### config.mk
export PLATFORM = sky130hd
export DESIGN_NAME = dual_timer_counter
export DESIGN_NICKNAME = d
export VERILOG_FILES = /design/src/include/timer_pkg.sv /design/src/rtl/dual_timer_counter.sv
export SDC_FILE = /design/constraint.sdc
export NUM_CORES = 1
export LEC_CHECK = 0
export BUFFER_PORTS_ARGS = -buffer_cell sky130_fd_sc_hd__buf_4
export CAP_MARGIN = 20
export CORE_MARGIN = 3
export CORE_UTILIZATION = 55
export DETAILED_ROUTE_END_ITERATION = 10
export PLACE_DENSITY = 0.89
export RECOVER_POWER = 25
export SYNTH_ARGS = -nofsm -noshare
export SYNTH_HDL_FRONTEND = slang
export SYNTH_SLANG_ARGS = --single-unit
### constraint.sdc
create_clock -name mclk -period 2.4 [get_ports mclk]
set_clock_uncertainty 0.2 [all_clocks]
set_input_delay 0.24 -clock mclk [delete_from_list [all_inputs] [get_ports mclk]]
set_output_delay 0.24 -clock mclk [all_outputs]
set_load 0.03 [all_outputs]
### src/include/timer_pkg.sv
// shared constants and types for the dual timer/counter
package timer_pkg;

   // operating modes of one timer
   typedef enum logic [1:0] {
      MODE_13BIT,
      MODE_16BIT,
      MODE_RELOAD,
      MODE_SPLIT
   } tmode_t;

   // per-timer nibble of the mode register
   typedef struct packed {
      logic   gate;
      logic   ext_count;
      tmode_t mode;
   } timer_cfg_t;

   // one timer's count pair
   typedef struct packed {
      logic [7:0] hi;
      logic [7:0] lo;
   } timer_count_t;

   // count pair after one step, with rollover
   typedef struct packed {
      logic         ovf;
      timer_count_t cnt;
   } timer_step_t;

   typedef logic [2:0] reg_addr_t;

   // register offsets
   localparam reg_addr_t OFF_CTRL = 3'h0;
   localparam reg_addr_t OFF_MODE = 3'h1;
   localparam reg_addr_t OFF_RATE = 3'h2;
   localparam reg_addr_t OFF_A_LO = 3'h3;
   localparam reg_addr_t OFF_A_HI = 3'h4;
   localparam reg_addr_t OFF_B_LO = 3'h5;
   localparam reg_addr_t OFF_B_HI = 3'h6;

   // timer_control_reg bit positions
   localparam int CTRL_RUN_A  = 4;
   localparam int CTRL_FLAG_A = 5;
   localparam int CTRL_RUN_B  = 6;
   localparam int CTRL_FLAG_B = 7;

   // clock_rate_reg bit positions
   localparam int RATE_TURBO_A = 0;
   localparam int RATE_TURBO_B = 1;

   // reset values
   localparam logic [7:0] RST_BYTE  = 8'h00;
   localparam logic [3:0] RST_CFG   = 4'h0;

   // machine cycle timing: 12 clocks, phase 0 is state C1
   localparam logic [3:0] PH_LAST  = 4'hb;
   localparam logic [3:0] PH_C3    = 4'h2;
   localparam logic [3:0] PH_C4    = 4'h3;
   localparam logic [1:0] QTR_LAST = 2'h3;

endpackage

### src/rtl/dual_timer_counter.sv
// dual 16-bit timer/counter with four modes and a plain register port
//
// Notes on behaviour
// - default time base, one tick per twelve clocks
// - turbo select gives one tick per four clocks
// - reset clears both turbo select bits
// - count pin sampled at C4, high-then-low counts
// - counts update at C3, edge counts next cycle
// - function select bits 2 and 6 choose clock/pin
// - two-bit mode field per timer
// - mode 0 is 13 bits, five-bit prescale
// - bit four falling carries; mode 0 rollover flags
// - count only with run and gate satisfied
// - mode 1 is 16 bits, flags rollover
// - mode 2 reloads low from high on overflow
// - timer b mode 3 holds its count
// - split low byte keeps timer a's controls
// - split high byte uses b's run, flag
// - split: b runs freely, mode 3 stops it
// - timer b overflow drives the baud tick
// - overflow flags request interrupt, cleared on vectoring
//
// Added by the designer: the plain strobed port and the placing of the registers.
`timescale 1ns/100ps

// falling edge finder on a count pin, one event per machine cycle
module count_edge_detect (
   input  wire logic mclk,
   input  wire logic reset,
   input  wire logic at_c3,
   input  wire logic at_c4,
   input  wire logic pin,
   output logic      edge_evt
);
   logic smp_r;
   logic pend_r;

   // reset sample low so a pin low at reset makes no phantom edge
   always_ff @(posedge mclk) begin
      if (reset) begin
         smp_r  <= 1'b0;
         pend_r <= 1'b0;
      end else begin
         if (at_c4) begin
            smp_r <= pin;
         end
         if (at_c4 && smp_r && !pin) begin
            pend_r <= 1'b1;
         end else if (at_c3) begin
            pend_r <= 1'b0;
         end
      end
   end

   // C3 precedes C4, so a detected edge counts in the next machine cycle
   assign edge_evt = pend_r && at_c3;
endmodule // count_edge_detect

module dual_timer_counter (
   input  wire logic                mclk,
   input  wire logic                reset,
   input  wire timer_pkg::reg_addr_t reg_addr,
   input  wire logic [7:0]          reg_wdata,
   input  wire logic                reg_wr,
   input  wire logic                reg_rd,
   output logic [7:0]               reg_rdata,
   input  wire logic                count_input_a,
   input  wire logic                count_input_b,
   input  wire logic                ext_irq_pin_a,
   input  wire logic                ext_irq_pin_b,
   input  wire logic                vector_ack_a,
   input  wire logic                vector_ack_b,
   output logic                     timer_a_irq,
   output logic                     timer_b_irq,
   output logic                     baud_tick
);
   import timer_pkg::*;

   logic [3:0]   phase_r;
   logic [1:0]   qtr_r;
   logic         run_a_r;
   logic         run_b_r;
   logic         flag_a_r;
   logic         flag_b_r;
   logic         turbo_a_r;
   logic         turbo_b_r;
   logic         baud_r;
   logic [7:0]   rdata_r;
   timer_cfg_t   cfg_a_r;
   timer_cfg_t   cfg_b_r;
   timer_count_t cnt_a_r;
   timer_count_t cnt_b_r;
   timer_count_t cnt_a_nxt;
   timer_count_t cnt_b_nxt;
   timer_step_t  step_a;
   timer_step_t  step_b;
   logic         flag_a_nxt;
   logic         flag_b_nxt;

   // one step of a count pair in the given mode
   function automatic timer_step_t step_count(input tmode_t md, input timer_count_t c, input logic inc);
      timer_step_t s;
      s.cnt = c;
      s.ovf = 1'b0;
      if (inc) begin
         unique case (md)
            MODE_13BIT: begin
               s.cnt.lo[4:0] = c.lo[4:0] + 5'h01;
               if (c.lo[4:0] == 5'h1f) begin
                  s.cnt.hi = c.hi + 8'h01;
                  s.ovf    = (c.hi == 8'hff);
               end
            end
            MODE_16BIT: begin
               s.cnt = timer_count_t'({c.hi, c.lo} + 16'h0001);
               s.ovf = ({c.hi, c.lo} == 16'hffff);
            end
            MODE_RELOAD: begin
               s.cnt.lo = (c.lo == 8'hff) ? c.hi : c.lo + 8'h01;
               s.ovf    = (c.lo == 8'hff);
            end
            MODE_SPLIT: begin
               s.cnt.lo = c.lo + 8'h01;
               s.ovf    = (c.lo == 8'hff);
            end
         endcase
      end
      return s;
   endfunction

   // machine cycle phase and the quarter-rate divider, both free running
   always_ff @(posedge mclk) begin
      if (reset) begin
         phase_r <= 4'h0;
         qtr_r   <= 2'h0;
      end else begin
         phase_r <= (phase_r == PH_LAST) ? 4'h0 : phase_r + 4'h1;
         qtr_r   <= qtr_r + 2'h1;
      end
   end

   wire tick12 = (phase_r == PH_C3);
   wire tick4  = (qtr_r == QTR_LAST);
   wire at_c3  = (phase_r == PH_C3);
   wire at_c4  = (phase_r == PH_C4);
   wire base_a = turbo_a_r ? tick4 : tick12;
   wire base_b = turbo_b_r ? tick4 : tick12;

   logic evt_a;
   logic evt_b;

   count_edge_detect u_edge_a (
      .mclk     (mclk),
      .reset    (reset),
      .at_c3    (at_c3),
      .at_c4    (at_c4),
      .pin      (count_input_a),
      .edge_evt (evt_a)
   );

   count_edge_detect u_edge_b (
      .mclk     (mclk),
      .reset    (reset),
      .at_c3    (at_c3),
      .at_c4    (at_c4),
      .pin      (count_input_b),
      .edge_evt (evt_b)
   );

   // register decode
   wire wr_ctrl = reg_wr && (reg_addr == OFF_CTRL);
   wire wr_mode = reg_wr && (reg_addr == OFF_MODE);
   wire wr_rate = reg_wr && (reg_addr == OFF_RATE);
   wire wr_a_lo = reg_wr && (reg_addr == OFF_A_LO);
   wire wr_a_hi = reg_wr && (reg_addr == OFF_A_HI);
   wire wr_b_lo = reg_wr && (reg_addr == OFF_B_LO);
   wire wr_b_hi = reg_wr && (reg_addr == OFF_B_HI);

   // count enables; with a split, b loses its run bit to a's high byte
   wire a_split   = (cfg_a_r.mode == MODE_SPLIT);
   wire gate_ok_a = !cfg_a_r.gate || ext_irq_pin_a;
   wire gate_ok_b = !cfg_b_r.gate || ext_irq_pin_b;
   wire src_a     = cfg_a_r.ext_count ? evt_a : base_a;
   wire src_b     = cfg_b_r.ext_count ? evt_b : base_b;
   wire run_b_eff = a_split ? 1'b1 : run_b_r;
   wire inc_a     = run_a_r && gate_ok_a && src_a;
   wire inc_b     = run_b_eff && gate_ok_b && src_b && (cfg_b_r.mode != MODE_SPLIT);
   wire inc_a_hi  = a_split && run_b_r && base_a;
   wire hi_ovf_a  = inc_a_hi && (cnt_a_r.hi == 8'hff);

   assign step_a = step_count(cfg_a_r.mode, cnt_a_r, inc_a);
   assign step_b = step_count(cfg_b_r.mode, cnt_b_r, inc_b);

   // software byte writes override the same-cycle increment
   assign cnt_a_nxt.lo = wr_a_lo ? reg_wdata : step_a.cnt.lo;
   assign cnt_a_nxt.hi = wr_a_hi ? reg_wdata
                       : (a_split ? cnt_a_r.hi + {7'h00, inc_a_hi} : step_a.cnt.hi);
   assign cnt_b_nxt.lo = wr_b_lo ? reg_wdata : step_b.cnt.lo;
   assign cnt_b_nxt.hi = wr_b_hi ? reg_wdata : step_b.cnt.hi;

   // overflow set beats a clear by ack or by software in the same cycle
   wire set_a = step_a.ovf;
   wire set_b = a_split ? hi_ovf_a : step_b.ovf;
   assign flag_a_nxt = wr_ctrl ? (reg_wdata[CTRL_FLAG_A] | set_a)
                               : (set_a | (flag_a_r & !vector_ack_a));
   assign flag_b_nxt = wr_ctrl ? (reg_wdata[CTRL_FLAG_B] | set_b)
                               : (set_b | (flag_b_r & !vector_ack_b));

   // read selection; unmapped offsets read zero
   wire [7:0] ctrl_val = {flag_b_r, run_b_r, flag_a_r, run_a_r, 4'h0};
   wire [7:0] rate_val = {6'h00, turbo_b_r, turbo_a_r};
   wire [7:0] rd_val   = (reg_addr == OFF_CTRL) ? ctrl_val
                       : (reg_addr == OFF_MODE) ? {cfg_b_r, cfg_a_r}
                       : (reg_addr == OFF_RATE) ? rate_val
                       : (reg_addr == OFF_A_LO) ? cnt_a_r.lo
                       : (reg_addr == OFF_A_HI) ? cnt_a_r.hi
                       : (reg_addr == OFF_B_LO) ? cnt_b_r.lo
                       : (reg_addr == OFF_B_HI) ? cnt_b_r.hi
                       : 8'h00;

   // control and configuration registers
   always_ff @(posedge mclk) begin
      if (reset) begin
         run_a_r   <= 1'b0;
         run_b_r   <= 1'b0;
         cfg_a_r   <= timer_cfg_t'(RST_CFG);
         cfg_b_r   <= timer_cfg_t'(RST_CFG);
         turbo_a_r <= 1'b0;
         turbo_b_r <= 1'b0;
      end else begin
         if (wr_ctrl) begin
            run_a_r <= reg_wdata[CTRL_RUN_A];
            run_b_r <= reg_wdata[CTRL_RUN_B];
         end
         if (wr_mode) begin
            cfg_a_r <= timer_cfg_t'(reg_wdata[3:0]);
            cfg_b_r <= timer_cfg_t'(reg_wdata[7:4]);
         end
         if (wr_rate) begin
            turbo_a_r <= reg_wdata[RATE_TURBO_A];
            turbo_b_r <= reg_wdata[RATE_TURBO_B];
         end
      end
   end

   // counts, flags, baud tick and read data
   always_ff @(posedge mclk) begin
      if (reset) begin
         cnt_a_r  <= timer_count_t'({RST_BYTE, RST_BYTE});
         cnt_b_r  <= timer_count_t'({RST_BYTE, RST_BYTE});
         flag_a_r <= 1'b0;
         flag_b_r <= 1'b0;
         baud_r   <= 1'b0;
         rdata_r  <= 8'h00;
      end else begin
         cnt_a_r  <= cnt_a_nxt;
         cnt_b_r  <= cnt_b_nxt;
         flag_a_r <= flag_a_nxt;
         flag_b_r <= flag_b_nxt;
         baud_r   <= step_b.ovf;
         rdata_r  <= reg_rd ? rd_val : 8'h00;
      end
   end

   assign reg_rdata   = rdata_r;
   assign timer_a_irq = flag_a_r;
   assign timer_b_irq = flag_b_r;
   assign baud_tick   = baud_r;

   // checks
   property p_turbo_reset;
      @(posedge mclk) disable iff (reset) $fell(reset) |-> (!turbo_a_r && !turbo_b_r);
   endproperty
   a_turbo_reset: assert property (p_turbo_reset) else $error("turbo bits not clear after reset");

   property p_slow_tick;
      @(posedge mclk) disable iff (reset) tick12 |-> ##12 tick12 ##1 !tick12 [*8];
   endproperty
   a_slow_tick: assert property (p_slow_tick) else $error("base tick not every twelve clocks");

   property p_fast_tick;
      @(posedge mclk) disable iff (reset) tick4 |-> ##1 !tick4 [*3] ##1 tick4;
   endproperty
   a_fast_tick: assert property (p_fast_tick) else $error("turbo tick not every four clocks");

   property p_edge_at_c3;
      @(posedge mclk) disable iff (reset) evt_a |-> (phase_r == PH_C3) && !$past(count_input_a, 11);
   endproperty
   a_edge_at_c3: assert property (p_edge_at_c3) else $error("pin count outside C3 or without low sample");

   property p_run_hold;
      @(posedge mclk) disable iff (reset)
         (!run_a_r && !a_split && !wr_a_lo && !wr_a_hi) |=> (cnt_a_r == $past(cnt_a_r));
   endproperty
   a_run_hold: assert property (p_run_hold) else $error("timer a counted while stopped");

   property p_mode1_ovf;
      @(posedge mclk) disable iff (reset)
         (inc_a && cfg_a_r.mode == MODE_16BIT && cnt_a_r == 16'hffff && !wr_a_lo && !wr_a_hi)
         |=> flag_a_r && cnt_a_r == 16'h0000;
   endproperty
   a_mode1_ovf: assert property (p_mode1_ovf) else $error("16-bit rollover lost");

   property p_reload;
      @(posedge mclk) disable iff (reset)
         (inc_a && cfg_a_r.mode == MODE_RELOAD && cnt_a_r.lo == 8'hff && !wr_a_lo && !wr_a_hi)
         |=> cnt_a_r.lo == $past(cnt_a_r.hi) && cnt_a_r.hi == $past(cnt_a_r.hi) && flag_a_r;
   endproperty
   a_reload: assert property (p_reload) else $error("reload from high byte failed");

   property p_b_frozen;
      @(posedge mclk) disable iff (reset)
         (cfg_b_r.mode == MODE_SPLIT && !wr_b_lo && !wr_b_hi) |=> (cnt_b_r == $past(cnt_b_r));
   endproperty
   a_b_frozen: assert property (p_b_frozen) else $error("timer b moved in mode 3");

   property p_ack_clear;
      @(posedge mclk) disable iff (reset) (vector_ack_a && !set_a && !wr_ctrl) |=> !timer_a_irq;
   endproperty
   a_ack_clear: assert property (p_ack_clear) else $error("flag a not cleared on vectoring");

   property p_sw_wins;
      @(posedge mclk) disable iff (reset) wr_a_lo |=> cnt_a_r.lo == $past(reg_wdata);
   endproperty
   a_sw_wins: assert property (p_sw_wins) else $error("software low byte write lost");

   property p_sw_wins_hi;
      @(posedge mclk) disable iff (reset) wr_a_hi |=> cnt_a_r.hi == $past(reg_wdata);
   endproperty
   a_sw_wins_hi: assert property (p_sw_wins_hi) else $error("software high byte write lost");

   property p_mode0_carry;
      @(posedge mclk) disable iff (reset)
         (inc_a && cfg_a_r.mode == MODE_13BIT && cnt_a_r.lo[4:0] == 5'h1f && !wr_a_lo && !wr_a_hi)
         |=> cnt_a_r.hi == $past(cnt_a_r.hi) + 8'h01 && cnt_a_r.lo[7:5] == $past(cnt_a_r.lo[7:5]);
   endproperty
   a_mode0_carry: assert property (p_mode0_carry) else $error("mode 0 carry into high byte lost");

   property p_gate_hold;
      @(posedge mclk) disable iff (reset)
         (cfg_a_r.gate && !ext_irq_pin_a && !a_split && !wr_a_lo && !wr_a_hi) |=> (cnt_a_r == $past(cnt_a_r));
   endproperty
   a_gate_hold: assert property (p_gate_hold) else $error("timer a counted with gate closed");

   // split mode: a's high byte borrows b's run bit and flag, b keeps counting
   property p_split_lo;
      @(posedge mclk) disable iff (reset)
         (a_split && !run_a_r && !wr_a_lo) |=> (cnt_a_r.lo == $past(cnt_a_r.lo));
   endproperty
   a_split_lo: assert property (p_split_lo) else $error("split low byte ran without run bit");

   property p_split_hi;
      @(posedge mclk) disable iff (reset)
         (inc_a_hi && !wr_a_hi) |=> cnt_a_r.hi == $past(cnt_a_r.hi) + 8'h01;
   endproperty
   a_split_hi: assert property (p_split_hi) else $error("split high byte did not step");

   property p_split_flag;
      @(posedge mclk) disable iff (reset) hi_ovf_a |=> timer_b_irq;
   endproperty
   a_split_flag: assert property (p_split_flag) else $error("split high byte rollover missed flag b");

   property p_b_no_flag;
      @(posedge mclk) disable iff (reset)
         (a_split && step_b.ovf && !hi_ovf_a && !flag_b_r && !wr_ctrl) |=> !timer_b_irq;
   endproperty
   a_b_no_flag: assert property (p_b_no_flag) else $error("timer b overflow set flag b during split");

   property p_b_runs_split;
      @(posedge mclk) disable iff (reset)
         (a_split && src_b && !cfg_b_r.gate && cfg_b_r.mode == MODE_RELOAD && !wr_b_lo)
         |=> baud_tick || cnt_b_r.lo == $past(cnt_b_r.lo) + 8'h01;
   endproperty
   a_b_runs_split: assert property (p_b_runs_split) else $error("timer b stalled during split");

   property p_baud;
      @(posedge mclk) disable iff (reset) step_b.ovf |=> baud_tick;
   endproperty
   a_baud: assert property (p_baud) else $error("timer b overflow gave no baud tick");

endmodule // dual_timer_counter

==> impl_results.md, run 1 <==
* CTS root buf: clkbuf_8
* Tightest Pin Transition at ~0.63 ns
* Post-synthesis cell count at 576
* Final-stage net count at between 600 and 700
* Clk_lat worst skew at around 0.35 ns
* Max VDD drop at 0.490 mV
* CTS Buf Count at 9
* Relative slew slack at around 57%
* Flops & latches, synth at 65
* Worst Hold Endpoint: cfg_b_r[1]$_SDFFE_PP0P_
* Fin cells at 735
* R2R cell count at 10
* Vias in the first global route at roughly 4600
* Sequential share of the synthesized area at between 20% and 30%
* # Max-Cap Violations at 0
* Worst R2R End: cnt_a_r[14]$_SDFFE_PP0P_
* Antenna diodes at 0
* Final worst-path cycle share at a little over nine tenths
* Vias post-DR at around 5000
* Gpl congestion at 0.987
* Pre-antenna DRT Iters at 6
* Synth cell count leaders: 80 x nor2_1, 65 x dfxtp_1, 50 x nand2_1, 35 x a21oi_1, 29 x clkbuf_1
* Vias/cell at about 6.7
* HPWL Detailed at approximately 10 mm
* Fmax at around 0.42 GHz
* Initial antenna violation count at 0
* Initial Utilization at approximately 59%
* WL final at roughly 15 mm
* Post-synthesis cell type count at 68
* # IOs at 32
* Hold Path Class: input pin to flop
* CP Buf/Inv Count at 1
* Top-count cell post-synth: nor2_1
* I/O Buffers at 31
* Clk slew on worst S/H paths at ~0.080 ns
* Cell accounting for the most synthesized area: dfxtp_1
* Leak at between 1.5 and 2 nW
* CORE AREA at around 7500 sq um
* Req. time, crit path at 2.45 ns
* Yosys top cell area share at approximately 30%
* Worst-path maximum fanout at 6
* R2r startpoint: phase_r[0]$_SDFF_PP0_
* Syn Area/Cell at ~7.6 sq um
* Area contributors post-synth: dfxtp_1 30%, nor2_1 6.8%, ha_1 5.4%, nand2_1 4.3%, mux2i_1 4.1%
* Crit end category: flop
* Async SR Flop Fraction at 0%
* Worst R2R Setup Slack at 0.03 ns
* RSZ-0062 raised after global routing: true
* Family with the most delay on the worst path: compound AO/OA/AOI/OAI gates
* Die Footprint at just over 9000 sq um
* Primary FF master, synth: dfxtp_1
* Crit Path Class: flop to flop
* Remaining Overflow, GRT at 0
* Status: completed
* Fin. Hold Viols at 0
* Routed Antenna Nets at 0
* Synthesized area at 4400 sq um
* Worst path cell trace: inv_2, ha_4, nor4b_4, a21oi_2, nor2_2, ha_4, ha_2, a21oi_1, a311o_1, a31o_1
* Placed Area at between 4000 and 5000 sq um
* Yosys Warn Count at 0
* CP peak stage delay at ~0.33 ns
* CTS Buffer Depth at 2
* PwrDens at 460 nW/um^2
* Drt first-iter violations at 540
* Drc violations at 0
* Slew Viols, Final at 0
* Most used cell, CP: ha_4
* Critical Path AT at between 2 and 2.5 ns
* Wirelength per Cell at 20.7 um
* Fin crit period at around 2.4 ns
* Syn Nets at roughly 620
* Hold path depth at 3
* Final worst slack at between 0.02 and 0.03 ns
* Tot GR Track Use at 33.1%
* Area growth syn-to-layout at 22.7%
* Setup crit start kind: flop
* Slowest CP cell: dfxtp_2
* Largest net degree at the start of global routing at 37
* Placed cell count at ~700
* CTS tree: yes
* Place WS at -0.0652 ns
* Chip Width at approximately 95 um
* Util after Layout at between 70% and 80%
* Final Setup Violations at 0
* Rows at 31
* Die H at 95.4 um
* Layout cells sized above 1 at roughly a fifth
* Clk sinks at 65
* Register area at between 1000 and 1500 sq um
* Post-synth EDFFs at 0
* Final instance area at roughly 5400 sq um
* H-tree depth at 3
* Min-delay src: reg_wdata[5]
* First-pass GRT wire length at ~23 mm
* Multi-input gate area at between 3000 and 4000 sq um
* Fill count at ~580
## per-layer routing
layer / wire (um) / global-route usage, % / vias up
li1: - / - / 2244
met3: 1760 / 7.10 / 87
met5: 0 / 0 / -
met2: 6830 / 49.6 / 344
met4: 790 / 20.0 / 0
met1: 5830 / 43.4 / 2275
## cell usage in the layout (no fill, tap or decap), types with 7 or more instances in the layout
cell,netlist,routed
a31oi_1,7,7
inv_1,21,20
a211oi_1,19,19
dfxtp_1,65,63
a22oi_1,12,12
ha_1,19,15
nand2_1,50,50
nand4_1,7,7
xnor2_1,11,10
a21oi_1,35,34
o21ai_1,8,10
clkbuf_8,0,9
nor2_1,80,76
nor2b_1,9,9
nand3_1,24,23
nor3_1,12,12
buf_4,0,62
and3_1,12,12
o21ai_0,23,21
mux2i_1,18,18
nand2b_1,9,9
clkbuf_1,29,10
## final cells by class
type | count | area share, %
repair buffers | 78 | 10.4
well taps | 99 | 2.30
clock buffers | 9 | 2.30
inverters | 21 | 1.46
flip-flops and latches | 65 | 24.2
clock inverters | 7 | 1.44
multi-input cells | 456 | 57.9
## registers in the layout, indices dropped and copies added, names as in the netlist
signal           flops
u_edge_a.pend_r      1
turbo_a_r            1
cfg_a_r              4
u_edge_a.smp_r       1
cnt_a_r             16
baud_tick            1
timer_b_irq          1
cnt_b_r             16
phase_r              4
u_edge_b.pend_r      1
qtr_r                2
run_a_r              1
timer_a_irq          1
u_edge_b.smp_r       1
run_b_r              1
reg_rdata            8
turbo_b_r            1
cfg_b_r              4
## what timing repair did
item,4_1_cts,5_1_grt
endpoints found under the setup margin,16,27
pin swaps,3,9
hold endpoints to repair,7,0
setup buffers,0,2
hold buffers,6,0
resized for setup,9,37
## tightest hold or removal path: stages
cell     delay (ns)
buf_4          0.16
nand2_1        0.07
a21oi_1        0.05
## stage by stage
step / power, mW / TNS [ns] / hold WS (ns)
floorplan: 1.35 / 0 / 0.176
global placement: 1.47 / 0 / 0.207
detailed placement: 1.48 / -0.278 / 0.215
CTS: 2.45 / -0.00706 / 0.00529
global route: 2.54 / -0.826 / 0.0143
finish: 2.48 / 0 / 0.0155
## power by group
part	switching, mW	total [mW]	internal, mW
sequential	0.0445	1.16	1.11
combinational	0.203	0.342	0.138
clock	0.496	0.985	0.489
## cells by family after synthesis
kind of cell / count (synthesis) / synth area share (%)
xor gates and xnor gates: 15 / 2.99
buffers and inverters: 55 / 4.86
and+or+nand+nor: 238 / 27.1
AOI/OAI and AO/OA: 166 / 26.0
muxes: 18 / 4.10
adders and majority gates: 19 / 5.41
DFF: 65 / 29.6
## worst max-delay path by stage
| stage | start | end | slack (ns) | cells past startpoint |
|---|---|---|---|---|
| after global routing | phase_r[1]$_SDFF_PP0_ | cnt_a_r[8]$_SDFFE_PP0P_ | -0.13 | 10 |
| after CTS | phase_r[0]$_SDFF_PP0_ | cnt_b_r[13]$_SDFFE_PP0P_ | -0.007 | 8 |
| final | phase_r[0]$_SDFF_PP0_ | cnt_a_r[14]$_SDFFE_PP0P_ | 0.03 | 10 |
| after floorplan | cfg_a_r[0]$_SDFFE_PP0P_ | cnt_a_r[11]$_SDFFE_PP0P_ | 0.08 | 11 |
| after detailed placement | phase_r[1]$_SDFF_PP0_ | cnt_a_r[15]$_SDFFE_PP0P_ | -0.07 | 9 |
| after global placement | phase_r[0]$_SDFF_PP0_ | cnt_a_r[11]$_SDFFE_PP0P_ | 0.06 | 12 |
Power figures use the tool's default switching activity.
==> run 2: changes to the inputs <==
PLACE_DENSITY = 0.74   (was 0.89)
==> run 2 against run 1 <==
The run now ends with negative hold slack left. Critical path depth is 2 lower. Combinational power increased by 6%. Count of clock-buffer cells in the layout unchanged. Non-clock buffer count is 14 higher. Clock power rose by 22%. Sequential share of layout area down 0.85 points. Final cell count is 2.0% higher. Power grew 9.2%. Die area unchanged. Sequential power about the same. Largest cell class unchanged.
==> impl_results.md, run 2 (synthesis results as in run 1) <==
* Vias/cell at just under 7
* Tightest Pin Transition at ~1.1 ns
* Tot GR Track Use at between 30% and 40%
* CTS tree: yes
* Final Setup Violations at 0
* Final instance area at 5580 sq um
* Antenna diodes at 0
* Sequential Power Share at ~43%
* Fin. Hold Viols at 1
* Multi-input gate area at 3140 sq um
* Clk_lat worst skew at about 0.37 ns
* H-tree depth at 3
* Status: complete, but fails checks
* Area growth syn-to-layout at 26.9%
* Max VDD drop at ~0.33 mV
* Setup crit start kind: flop
* Register area at approximately 1300 sq um
* Vias in the first global route at around 4600
* PwrDens at 486 nW/um^2
* Hold Path Class: input pin to flop
* Worst-path maximum fanout at 7
* CTS Buffer Depth at 2
* Routed Antenna Nets at 0
* Rows at 31
* Die Footprint at between 9000 and 10000 sq um
* First-pass GRT wire length at between 20 and 25 mm
* CORE AREA at ~7500 sq um
* RSZ-0062 raised after global routing: true
* Pwr Total at about 2.7 mW
* P_int at between 1.5 and 2 mW
* Place WS at -0.0862 ns
* Critical Path AT at 2.48 ns
* Clk slew on worst S/H paths at about 0.08 ns
* Most common cell after layout, fill and taps aside: buf_4
* Final worst slack at around 0.009 ns
* Fill count at between 500 and 600
* Remaining Overflow, GRT at 0
* Initial antenna violation count at 0
* Chip Width at 95.4 um
* Final worst-path cycle share at about 100%
* Fin crit period at 2.39 ns
* Slew Viols, Final at 0
* Final-stage net count at 686
* Vias post-DR at approximately 5000
* HPWL Detailed at between 10 and 15 mm
* Pre-antenna DRT Iters at 8
* Placed cell count at just over 700
* Sw Pwr at 0.751 mW
* Req. time, crit path at around 2.5 ns
* Initial Utilization at approximately three fifths
* Drt first-iter violations at about 740
* Clk sinks at 65
* Layout cells sized above 1 at 21.7%
* Gpl congestion at between 0.9 and 1
* Power share of the clock group at around 44%
* Placed Area at approximately 5000 sq um
* CTS root buf: clkbuf_8
* WHS at -0.00623 ns
* Drc violations at 0
* Crit end category: flop
* Fmax at 0.418 GHz
* Worst R2R Setup Slack at around 0.009 ns
* # Max-Cap Violations at 0
* Most frequent cells in the layout: 75 x buf_4, 74 x nor2_1, 63 x dfxtp_1
* CTS Buf Count at 9
* Leak at a little over 2 nW
* Relative slew slack at 25.4%
* Crit Path Class: flop to flop
* Fin cells at 750
* WL final at between 15 and 20 mm
* Largest net degree at the start of global routing at 28
* Sw Share at around 28%
* I/O Buffers at 31
* Wirelength per Cell at 20.6 um
* Violated checks: negative hold slack
* Die H at roughly 95 um
* Comb pwr share at between 10% and 20%
* # IOs at 32
==> run 2: changes by cell type in the layout (fill, tap and decap cells not counted), moves of 2 or more <==
| cell | change |
|---|---|
| buf_4 | +13 |
| nor2_2 | +3 |
| a221oi_1 | +2 |
| bufinv_16 | +2 |
| clkbuf_1 | -2 |
| clkinv_4 | -2 |
| dlygate4sd3_1 | +2 |
| ha_1 | -2 |
| ha_2 | +2 |
| nor2_1 | -2 |
==> run 2: power by group through the flow <==
stage	clock network [mW]	registers, mW	logic (mW)
2_1_floorplan	0	1.17	0.178
3_3_place_gp	0	1.17	0.309
3_5_place_dp	0	1.17	0.317
4_1_cts	1.20	1.15	0.333
5_1_grt	1.26	1.16	0.387
6_report	1.20	1.15	0.361
==> run 2: cell type report <==
cell class,count,share of cell area (%)
Clock buffer,9,2.22
Clock inverter,7,2.22
Inverter,21,1.41
Multi-Input combinational cell,457,56.3
Sequential cell,65,23.4
Tap cell,99,2.22
Timing Repair Buffer,92,12.3
==> run 2: what timing repair did <==
action,4_1_cts,5_1_grt
setup endpoints to repair,16,28
endpoints found under the hold margin,9,1
pin swaps,5,23
gates cloned,0,1
buffers inserted,0,5
hold buffers,7,1
resized for setup,13,42
==> run 2: stage by stage <==
step / utilization, % / setup TNS, ns
global placement: 66.5 / -0.0334
CTS: 71.7 / 0
global route: 74.6 / -0.524
floorplan: - / 0
detailed placement: 66.5 / -0.453
finish: 74.6 / 0
==> run 2: metal layers <==
layer  track usage, %  vias up  wire [um]
met2             53.0      362       6770
met1             44.7     2364       6110
met4             13.4        0        668
met5                0        -          0
met3             7.58       65       1910
li1                 -     2268          -
==> run 2: worst paths after layout <==
path / start / depth (start not counted) / end
worst min register to register: qtr_r[0]$_SDFF_PP0_ / 1 / qtr_r[0]$_SDFF_PP0_
worst min-delay path: vector_ack_a / 4 / timer_a_irq$_SDFF_PP0_
worst max-delay path: phase_r[0]$_SDFF_PP0_ / 8 / cnt_b_r[10]$_SDFFE_PP0P_
worst max register to register: phase_r[0]$_SDFF_PP0_ / 8 / cnt_b_r[10]$_SDFFE_PP0P_
==> run 2: critical path, stage by stage, from the launching register on <==
cell	delay, ns
dfxtp_2	0.33
inv_2	0.06
ha_4	0.13
or3b_4	0.40
nor3_4	0.31
o21ai_4	0.18
nor4b_2	0.33
xnor2_1	0.12
a211oi_1	0.23
